`src/hw/scs_defines.svh`:
```
// Constants for the system clock source and divider block
`ifndef SCS_DEFINES_SVH
`define SCS_DEFINES_SVH
// =============================================================
// Source selection encodings
`define SCS_SEL_MAIN      3'h0
`define SCS_SEL_FAST      3'h1
`define SCS_SEL_FAST_DIV4 3'h2
`define SCS_SEL_SLOW      3'h3
`define SCS_SEL_RTC       3'h7
// =============================================================
// Divider values and PLL lock count
`define SCS_DIV_RESET     6'h0f
`define SCS_ACT_DIV_RESET 7'h10
`define SCS_DIV_MIN       7'h02
`define SCS_FAST_DIV4     2'h3
`define SCS_PLL_LOCK_CNT  13'h1200
`define SCS_ADC_DIV       5'h19
`define SCS_ADC_HALF      5'h0c
`endif

```
`src/hw/scs_pkg.sv`:
```
// Types for the system clock source and divider block
package scs_pkg;
  // ===========================================================
  // Source levels, already oscillating square waves
  typedef struct packed {
    logic internal_fast_osc;
    logic main_crystal_osc;
    logic slow_osc;
    logic rtc_osc;
    logic pll_out;
  } scs_osc_t;

  // Base run-mode configuration
  typedef struct packed {
    logic       bypass;
    logic       pll_power_down;
    logic [1:0] osc_source_sel;
    logic [3:0] sys_clock_divisor;
    logic       use_pwm_div;
    logic [2:0] pwm_clock_divisor;
  } scs_cfg_t;

  // Extended run-mode configuration
  typedef struct packed {
    logic       ext_config_override;
    logic       bypass;
    logic       pll_power_down;
    logic [2:0] osc_source_sel_ext;
    logic [5:0] sys_clock_divisor;
  } scs_cfg_ext_t;

  // Deep-sleep configuration
  typedef struct packed {
    logic       enable;
    logic [2:0] osc_source_sel_ext;
    logic [5:0] sys_clock_divisor;
  } scs_ds_cfg_t;

  typedef enum logic [2:0] {
    SRC_MAIN, SRC_FAST, SRC_FAST_DIV4, SRC_SLOW, SRC_RTC, SRC_PLL
  } scs_src_t;

  typedef enum logic [1:0] {PLL_OFF, PLL_WAIT, PLL_LOCKED} scs_lock_t;
endpackage : scs_pkg

```
`src/hw/scs_clock_gen.sv`:
```
// System clock source selection, division and derived clocks
//
// Overview of operation
// - Reset selects the internal fast oscillator
// - Bypass: select main, fast, fast/4, slow
// - Real-time oscillator only via extended 0x7
// - PLL fed by main osc, used unbypassed
// - Extended override beats base fields
// - Divide selected clock by field plus one
// - PLL output halved before divisor
// - Divider resets 0xF; 0x0 bypassed gives /2
// - Fast oscillator divided by four selectable
// - ADC clock derived automatically at 16 MHz
// - PWM clock is synchronous system clock division
// - Each peripheral has its own clock gate
// - Deep-sleep configuration may govern source, divisor
// - Hold oscillator until PLL lock count expires
`timescale 1ns/1ps
`include "scs_defines.svh"
module scs_clock_gen #(
  parameter int          N_PERIPH   = 8,
  parameter logic [12:0] LOCK_COUNT = `SCS_PLL_LOCK_CNT
) (
  input  wire logic                  CLOCK,
  input  wire logic                  RST_B,
  input  wire scs_pkg::scs_osc_t     OSC_IN,
  input  wire scs_pkg::scs_cfg_t     RUN_CLOCK_CONFIG,
  input  wire scs_pkg::scs_cfg_ext_t RUN_CLOCK_CONFIG_EXT,
  input  wire scs_pkg::scs_ds_cfg_t  DEEP_SLEEP_CLOCK_CONFIG,
  input  wire logic                  DEEP_SLEEP,
  input  wire logic                  ADC_ENABLE,
  input  wire logic [N_PERIPH-1:0]   PERIPH_GATE_EN,
  output logic                       SYSTEM_CLOCK,
  output logic [N_PERIPH-1:0]        PERIPH_CLOCK,
  output logic                       ADC_CLOCK,
  output logic                       PWM_CLOCK,
  output logic                       PLL_LOCKED,
  output logic                       PLL_IN_USE
);
  import scs_pkg::*;

  // ===========================================================
  // Source synchronisers and edge detection
  scs_osc_t    sync1;
  scs_osc_t    sync2;
  scs_osc_t    sync3;
  scs_osc_t    rise;

  // Two flops before any logic, a third for edges
  always_ff @(posedge CLOCK or negedge RST_B) begin
    if (!RST_B) begin
      sync1 <= '0;
      sync2 <= '0;
      sync3 <= '0;
    end else begin
      sync1 <= OSC_IN;
      sync2 <= sync1;
      sync3 <= sync2;
    end
  end

  assign rise = sync2 & ~sync3;

  // ===========================================================
  // Fixed pre-dividers
  logic [1:0]  fast_cnt;
  logic        fast_div4_tick;
  logic        pll_half;
  logic        pll_half_tick;

  // Fast oscillator divided by four
  always_ff @(posedge CLOCK or negedge RST_B) begin
    if (!RST_B) begin
      fast_cnt <= 2'h0;
    end else if (rise.internal_fast_osc) begin
      fast_cnt <= fast_cnt + 2'h1;
    end
  end

  assign fast_div4_tick = rise.internal_fast_osc && (fast_cnt == `SCS_FAST_DIV4);

  // PLL output halved ahead of the divisor
  always_ff @(posedge CLOCK or negedge RST_B) begin
    if (!RST_B) begin
      pll_half <= 1'b0;
    end else if (rise.pll_out) begin
      pll_half <= ~pll_half;
    end
  end

  assign pll_half_tick = rise.pll_out && pll_half;

  // ===========================================================
  // Effective configuration
  logic        eff_bypass;
  logic        eff_pd;
  logic [2:0]  eff_sel;
  logic [5:0]  eff_div;

  // Extended fields override base; deep sleep may override both
  always_comb begin
    eff_bypass = RUN_CLOCK_CONFIG.bypass;
    eff_pd     = RUN_CLOCK_CONFIG.pll_power_down;
    eff_sel    = {1'b0, RUN_CLOCK_CONFIG.osc_source_sel};
    eff_div    = {2'b00, RUN_CLOCK_CONFIG.sys_clock_divisor};
    if (RUN_CLOCK_CONFIG_EXT.ext_config_override) begin
      eff_bypass = RUN_CLOCK_CONFIG_EXT.bypass;
      eff_pd     = RUN_CLOCK_CONFIG_EXT.pll_power_down;
      eff_sel    = RUN_CLOCK_CONFIG_EXT.osc_source_sel_ext;
      eff_div    = RUN_CLOCK_CONFIG_EXT.sys_clock_divisor;
    end
    if (DEEP_SLEEP && DEEP_SLEEP_CLOCK_CONFIG.enable) begin
      eff_bypass = 1'b1;
      eff_sel    = DEEP_SLEEP_CLOCK_CONFIG.osc_source_sel_ext;
      eff_div    = DEEP_SLEEP_CLOCK_CONFIG.sys_clock_divisor;
    end
  end

  // Map a selection code to an oscillator source
  function automatic scs_src_t decode_src(input logic [2:0] sel);
    scs_src_t src;
    src = SRC_FAST;
    unique case (sel)
      `SCS_SEL_MAIN:      src = SRC_MAIN;
      `SCS_SEL_FAST:      src = SRC_FAST;
      `SCS_SEL_FAST_DIV4: src = SRC_FAST_DIV4;
      `SCS_SEL_SLOW:      src = SRC_SLOW;
      `SCS_SEL_RTC:       src = SRC_RTC;
      default:            src = SRC_FAST;
    endcase
    return src;
  endfunction : decode_src

  // Total divisor; minimum of two on every path
  function automatic logic [6:0] divisor_of(input logic [5:0] field);
    logic [6:0] d;
    d = {1'b0, field} + 7'h01;
    if (d < `SCS_DIV_MIN) begin
      d = `SCS_DIV_MIN;
    end
    return d;
  endfunction : divisor_of

  // ===========================================================
  // PLL lock counter on main oscillator edges
  scs_lock_t   lock_state;
  logic [12:0] lock_cnt;

  // Count down after power-up before the PLL may be used
  always_ff @(posedge CLOCK or negedge RST_B) begin
    if (!RST_B) begin
      lock_state <= PLL_OFF;
      lock_cnt   <= 13'h0000;
    end else if (eff_pd) begin
      lock_state <= PLL_OFF;
      lock_cnt   <= 13'h0000;
    end else begin
      unique case (lock_state)
        PLL_OFF: begin
          lock_state <= PLL_WAIT;
          lock_cnt   <= LOCK_COUNT;
        end
        PLL_WAIT: begin
          if (rise.main_crystal_osc) begin
            if (lock_cnt == 13'h0000) begin
              lock_state <= scs_pkg::PLL_LOCKED;
            end else begin
              lock_cnt <= lock_cnt - 13'h0001;
            end
          end
        end
        scs_pkg::PLL_LOCKED: lock_state <= scs_pkg::PLL_LOCKED;
      endcase
    end
  end

  // Scoped state name, as the output port of the same name hides it
  assign PLL_LOCKED = (lock_state == scs_pkg::PLL_LOCKED);

  // ===========================================================
  // Requested source and divisor
  scs_src_t    req_src;
  logic [6:0]  req_div;

  // PLL only with bypass clear, main source, and lock reached
  always_comb begin
    req_src = decode_src(eff_sel);
    req_div = divisor_of(eff_div);
    if (!eff_bypass && eff_sel == `SCS_SEL_MAIN && PLL_LOCKED) begin
      req_src = SRC_PLL;
    end
  end

  // ===========================================================
  // Active divider
  scs_src_t    act_src;
  logic [6:0]  act_div;
  logic [6:0]  div_cnt;
  logic        src_tick;
  logic        align;

  // Edge of the active source
  always_comb begin
    src_tick = 1'b0;
    unique case (act_src)
      SRC_MAIN:      src_tick = rise.main_crystal_osc;
      SRC_FAST:      src_tick = rise.internal_fast_osc;
      SRC_FAST_DIV4: src_tick = fast_div4_tick;
      SRC_SLOW:      src_tick = rise.slow_osc;
      SRC_RTC:       src_tick = rise.rtc_osc;
      SRC_PLL:       src_tick = pll_half_tick;
    endcase
  end

  // New settings taken only at the end of an output period
  always_ff @(posedge CLOCK or negedge RST_B) begin
    if (!RST_B) begin
      act_src <= SRC_FAST;
      act_div <= `SCS_ACT_DIV_RESET;
      div_cnt <= 7'h00;
      align   <= 1'b0;
    end else if (src_tick) begin
      if (align) begin
        align   <= 1'b0;                        // First edge of new source
      end else if (div_cnt >= act_div - 7'h01) begin
        div_cnt <= 7'h00;
        act_src <= req_src;
        act_div <= req_div;
        align   <= (req_src != act_src);        // Hold low until new source edge
      end else begin
        div_cnt <= div_cnt + 7'h01;
      end
    end
  end

  // Output high for the first half of each period
  always_ff @(posedge CLOCK or negedge RST_B) begin
    if (!RST_B) begin
      SYSTEM_CLOCK <= 1'b0;
      PLL_IN_USE   <= 1'b0;
    end else begin
      SYSTEM_CLOCK <= !align && (div_cnt < {1'b0, act_div[6:1]});
      PLL_IN_USE   <= (act_src == SRC_PLL);
    end
  end

  // ===========================================================
  // Peripheral gates
  logic [N_PERIPH-1:0] gate;

  // Enables change only while the system clock is low
  always_ff @(posedge CLOCK or negedge RST_B) begin
    if (!RST_B) begin
      gate         <= '0;
      PERIPH_CLOCK <= '0;
    end else begin
      if (!SYSTEM_CLOCK) begin
        gate <= PERIPH_GATE_EN;
      end
      PERIPH_CLOCK <= {N_PERIPH{SYSTEM_CLOCK}} & gate;
    end
  end

  // ===========================================================
  // ADC clock from raw PLL edges
  logic [4:0]  adc_cnt;

  // Fixed division of the PLL output down to 16 MHz
  always_ff @(posedge CLOCK or negedge RST_B) begin
    if (!RST_B) begin
      adc_cnt   <= 5'h00;
      ADC_CLOCK <= 1'b0;
    end else begin
      if (rise.pll_out) begin
        adc_cnt <= (adc_cnt == `SCS_ADC_DIV - 5'h01) ? 5'h00 : adc_cnt + 5'h01;
      end
      ADC_CLOCK <= ADC_ENABLE && PLL_LOCKED && (adc_cnt < `SCS_ADC_HALF);
    end
  end

  // ===========================================================
  // PWM clock
  logic        sys_prev;
  logic [7:0]  pwm_cnt;

  // Count system clock rises; tap a counter bit
  always_ff @(posedge CLOCK or negedge RST_B) begin
    if (!RST_B) begin
      sys_prev  <= 1'b0;
      pwm_cnt   <= 8'h00;
      PWM_CLOCK <= 1'b0;
    end else begin
      sys_prev <= SYSTEM_CLOCK;
      if (SYSTEM_CLOCK && !sys_prev) begin
        pwm_cnt <= pwm_cnt + 8'h01;            // Eight bits so every divisor code has a tap
      end
      PWM_CLOCK <= RUN_CLOCK_CONFIG.use_pwm_div ?
                   pwm_cnt[RUN_CLOCK_CONFIG.pwm_clock_divisor] : SYSTEM_CLOCK;
    end
  end
endmodule : scs_clock_gen

```
`config.mk`:
```
export PLATFORM = sky130hd
export DESIGN_NAME = scs_clock_gen
export DESIGN_NICKNAME = d
export VERILOG_FILES = /design/src/hw/scs_pkg.sv /design/src/hw/scs_clock_gen.sv
export VERILOG_INCLUDE_DIRS = /design/src /design/src/hw
export SDC_FILE = /design/constraint.sdc
export NUM_CORES = 1
export LEC_CHECK = 0
export BUFFER_PORTS_ARGS = -buffer_cell sky130_fd_sc_hd__buf_2
export CORE_ASPECT_RATIO = 0.75
export CORE_MARGIN = 1
export CORE_UTILIZATION = 30
export CTS_BUF_LIST = sky130_fd_sc_hd__clkbuf_2
export CTS_CLUSTER_DIAMETER = 30
export CTS_CLUSTER_SIZE = 8
export DETAILED_ROUTE_END_ITERATION = 7
export PLACE_DENSITY_LB_ADDON = 0.2
export SLEW_MARGIN = 10
export SYNTH_ARGS = -nofsm -noshare
export SYNTH_HDL_FRONTEND = slang
export SYNTH_SLANG_ARGS = --single-unit
```
`constraint.sdc`:
```
create_clock -name CLOCK -period 7.8 [get_ports CLOCK]
set_clock_uncertainty 0.2 [all_clocks]
set_input_delay 0.78 -clock CLOCK [delete_from_list [all_inputs] [get_ports CLOCK]]
set_output_delay 0.78 -clock CLOCK [all_outputs]
set_load 0.1 [all_outputs]
```
==> summary.txt <==
Synth
  – Area contributors post-synth: dfrtp_1 48%, ha_1 6.6%, xnor2_1 3.6%, mux2_2 2.8%, mux2i_1 2.8%
  – Netlist cell types: 59
  – Post-Syn Nets: between 400 and 500
  – Mapped Avg Cell Area: 10.8 µm²
  – Cells after synthesis: 402
  – Synth Register Bits: 85
  – Post-synth EDFFs: 0
  – Post-synthesis sequential area ratio: roughly 49%
  – Predominant post-synthesis flop cell: dfrtp_1
  – Synth Cell Area: about 4400 µm²
  – Synth async-reset ratio: 100%
  – Synth top area share: 47.7%
  – Cell taking the most area after synthesis: dfrtp_1
  – Warnings from Yosys: 0

Floorplan
  – Die X: approximately 140 µm
  – Core ar.: between 10,000 and 15,000 µm²
  – Die area: 15,000 µm²
  – Chip height: around 110 µm
  – Num rows: 37
  – Initial Util: 31.3%
  – I/O Pins: 64

Drt
  – Number of remaining DRC errors: 0
  – Routed WL: 8760 µm
  – Pre-antenna DRT Iters: 4
  – Iter 0 DRT Violations: 110
  – Drt wl/cell: 13.1 µm
  – ANT nets after route: 0
  – Vias after detailed routing: 3,099
  – Drt via density: 4.64

Setup path
  – Reg2Reg Capture Point: div_cnt[3]$_DFFE_PN0P_
  – CP required: 8050 ps
  – Setup crit end: div_cnt[3]$_DFFE_PN0P_
  – Setup CP Type: register to register
  – Critical Path Source: act_div[1]$_DFFE_PN0P_
  – R2r startpoint: act_div[1]$_DFFE_PN0P_
  – CP Max Fanout: 5
  – Element type at the critical path end: register
  – R2r worst-path depth: 11
  – Setup crit start kind: register
  – Critical Path AT: 3400 ps
  – Worst reg2reg setup slack: about 4700 ps

Power
  – Total power: approximately 0.0015 W
  – Pwr dens: 289 nW/µm²
  – Maximum VDD drop: 106 µV
  – Leak: 2.29 nW

Place
  – Setup slack at placement: 4700 ps
  – Routability Congestion: 0.771
  – Hpwl dp: ~6300 µm
  – Port Buf Inserts: 63
  – DP Area: a little under 5000 µm²

Finish
  – Layout cell share with drive strength beyond 1: 22.4%
  – Fillers: 1,433
  – Commonest non-fill, non-tap cell in the layout: dfrtp_1
  – Synth-to-Final Area Change: 15.1%
  – Commonest cells after routing, fill and taps aside: 83 x dfrtp_1, 62 x buf_2, 27 x nor2_1
  – Finished Cell Area: 5010 µm²
  – Final net count: roughly 540
  – Inserted Diodes: 0
  – Final Util: 36.0%
  – Register Area: 2130 µm²
  – Multi-input gate area: 2100 µm²

Timing
  – RSZ-0062 raised after global routing: no
  – Worst-Margin Slew: between 700 and 800 ps
  – Finish-stage setup viols: 0
  – Final worst path period share: 40.3%
  – Final hold vios: 0
  – Max_slew headroom: about half
  – Setup WS post-layout: 4660 ps
  – Final min period: around 3100 ps
  – Max Slew Vio Count: 0
  – Fin Setup TNS: 0 ps
  – Max frequency: 0.318 GHz

Clocking
  – Hold buffer count at cts: 0
  – Clock Pin Slew Worst Setup and Hold Paths: 250 ps
  – Post-CTS Resized: 0
  – Clock root cell: clkbuf_2
  – TritonCTS buffer count: 9
  – # H-tree levels: 3
  – CTS tree: yes
  – Clk buf depth: 2
  – Clk sinks: 85
  – Clk Latency, worst-skew pair: 540 ps
  – # Post-CTS Setup Buffers: 0

Global route
  – Largest net degree at the start of global routing: 86
  – Remaining Overflow, GRT: 0
  – First-pass GRT wire length: ~15,000 µm
  – Antenna violations before repair: 0
  – Vias in the first global route: 3,110
  – Total global-route track usage: 12.6%

Status
  – Outcome: complete, no violations

Job
  – Max-cap violations: 0

Min path
  – Hold crit path type: primary input to register
## report_power, final
group	internal, W	total (W)	leakage (nW)	switching, W
Clock	0.0000781	0.000237	0.0691	0.000159
Combinational	0.000196	0.000573	1.18	0.000377
Sequential	0.000547	0.000641	1.04	0.0000934
## layout make-up
type | instances | share of cell area (%)
Sequential cell | 85 | 42.5
Multi-Input combinational cell | 287 | 41.8
Timing Repair Buffer | 65 | 6.94
Tap cell | 195 | 4.87
Inverter | 20 | 1.50
Clock inverter | 6 | 1.42
Clock buffer | 10 | 0.998
## sequential cells by signal (all words and copies together) (netlist names), 2 cells and up
register and count:
lock_state 2, sync1 5, PERIPH_CLOCK 8, fast_cnt 2, sync3 5, lock_cnt 13, act_src 3, act_div 7
adc_cnt 5, gate 8, pwm_cnt 8, div_cnt 7, sync2 5
## kinds of logic after synthesis
family                     after synthesis  synth area share (%)
AOI/OAI and AO/OA                       73                  11.6
xor gates and xnor gates                27                  5.43
adders and majority gates               23                  6.61
buffers and inverters                   30                  2.96
DFF                                     85                  48.9
muxes                                   28                  7.84
and+or+nand+nor                        136                  16.6
## worst max-delay path, stage by stage (launching register included)
cell and delay [ps]:
dfrtp_1 450, inv_1 100, ha_1 200, nand3_1 120, nor3_1 190, xnor2_1 150, ha_1 270, and3_1 180
a221o_1 350, or2_2 350, nand2b_1 230, o31ai_1 270
## per-layer routing
layer | wire [µm] | global-route usage [%] | up-vias | part of all wire [%]
met3 | 314 | 3.65 | 7 | 3.6
li1 | - | - | 1562 | -
met4 | 73 | 3.26 | 0 | 0.83
met5 | 0 | 0 | - | 0
met2 | 3700 | 18.7 | 43 | 42
met1 | 4660 | 17.8 | 1487 | 53
## synthesized netlist by cell type, types with 3 or more instances
cell type and n:
a211oi_1 3, a21o_1 4, a21oi_1 17, a22o_1 3, and2_1 10, and3_1 6, clkbuf_1 5, dfrtp_1 83
ha_1 23, inv_1 20, mux2_2 11, mux2i_1 12, mux4_2 3, nand2_1 22, nand2b_1 6, nand3_1 24
nand4_1 6, nor2_1 27, nor2b_1 4, nor3_1 7, nor3b_1 3, nor4_1 5, o21ai_0 15, o21ai_1 5
o2bb2ai_1 3, o31ai_1 4, or3_1 4, xnor2_1 18, xor2_1 9
## metrics by stage
stage | instances | hold slack (ps)
final | 668 | 113
after detailed placement | 650 | 135
after CTS | 666 | 41.5
after floorplan | 402 | 131
after global routing | 668 | 23.7
after global placement | 650 | 132
## worst min path at each step
stage,depth (start not counted),startpoint,end
after floorplan,0,sync1[0]$_DFF_PN0_,sync2[0]$_DFF_PN0_
after global placement,0,sync1[3]$_DFF_PN0_,sync2[3]$_DFF_PN0_
after detailed placement,0,sync1[0]$_DFF_PN0_,sync2[0]$_DFF_PN0_
after CTS,1,OSC_IN[0],sync1[0]$_DFF_PN0_
after global routing,1,OSC_IN[2],sync1[2]$_DFF_PN0_
final,1,OSC_IN[0],sync1[0]$_DFF_PN0_
(Power assumes the default switching activity.)
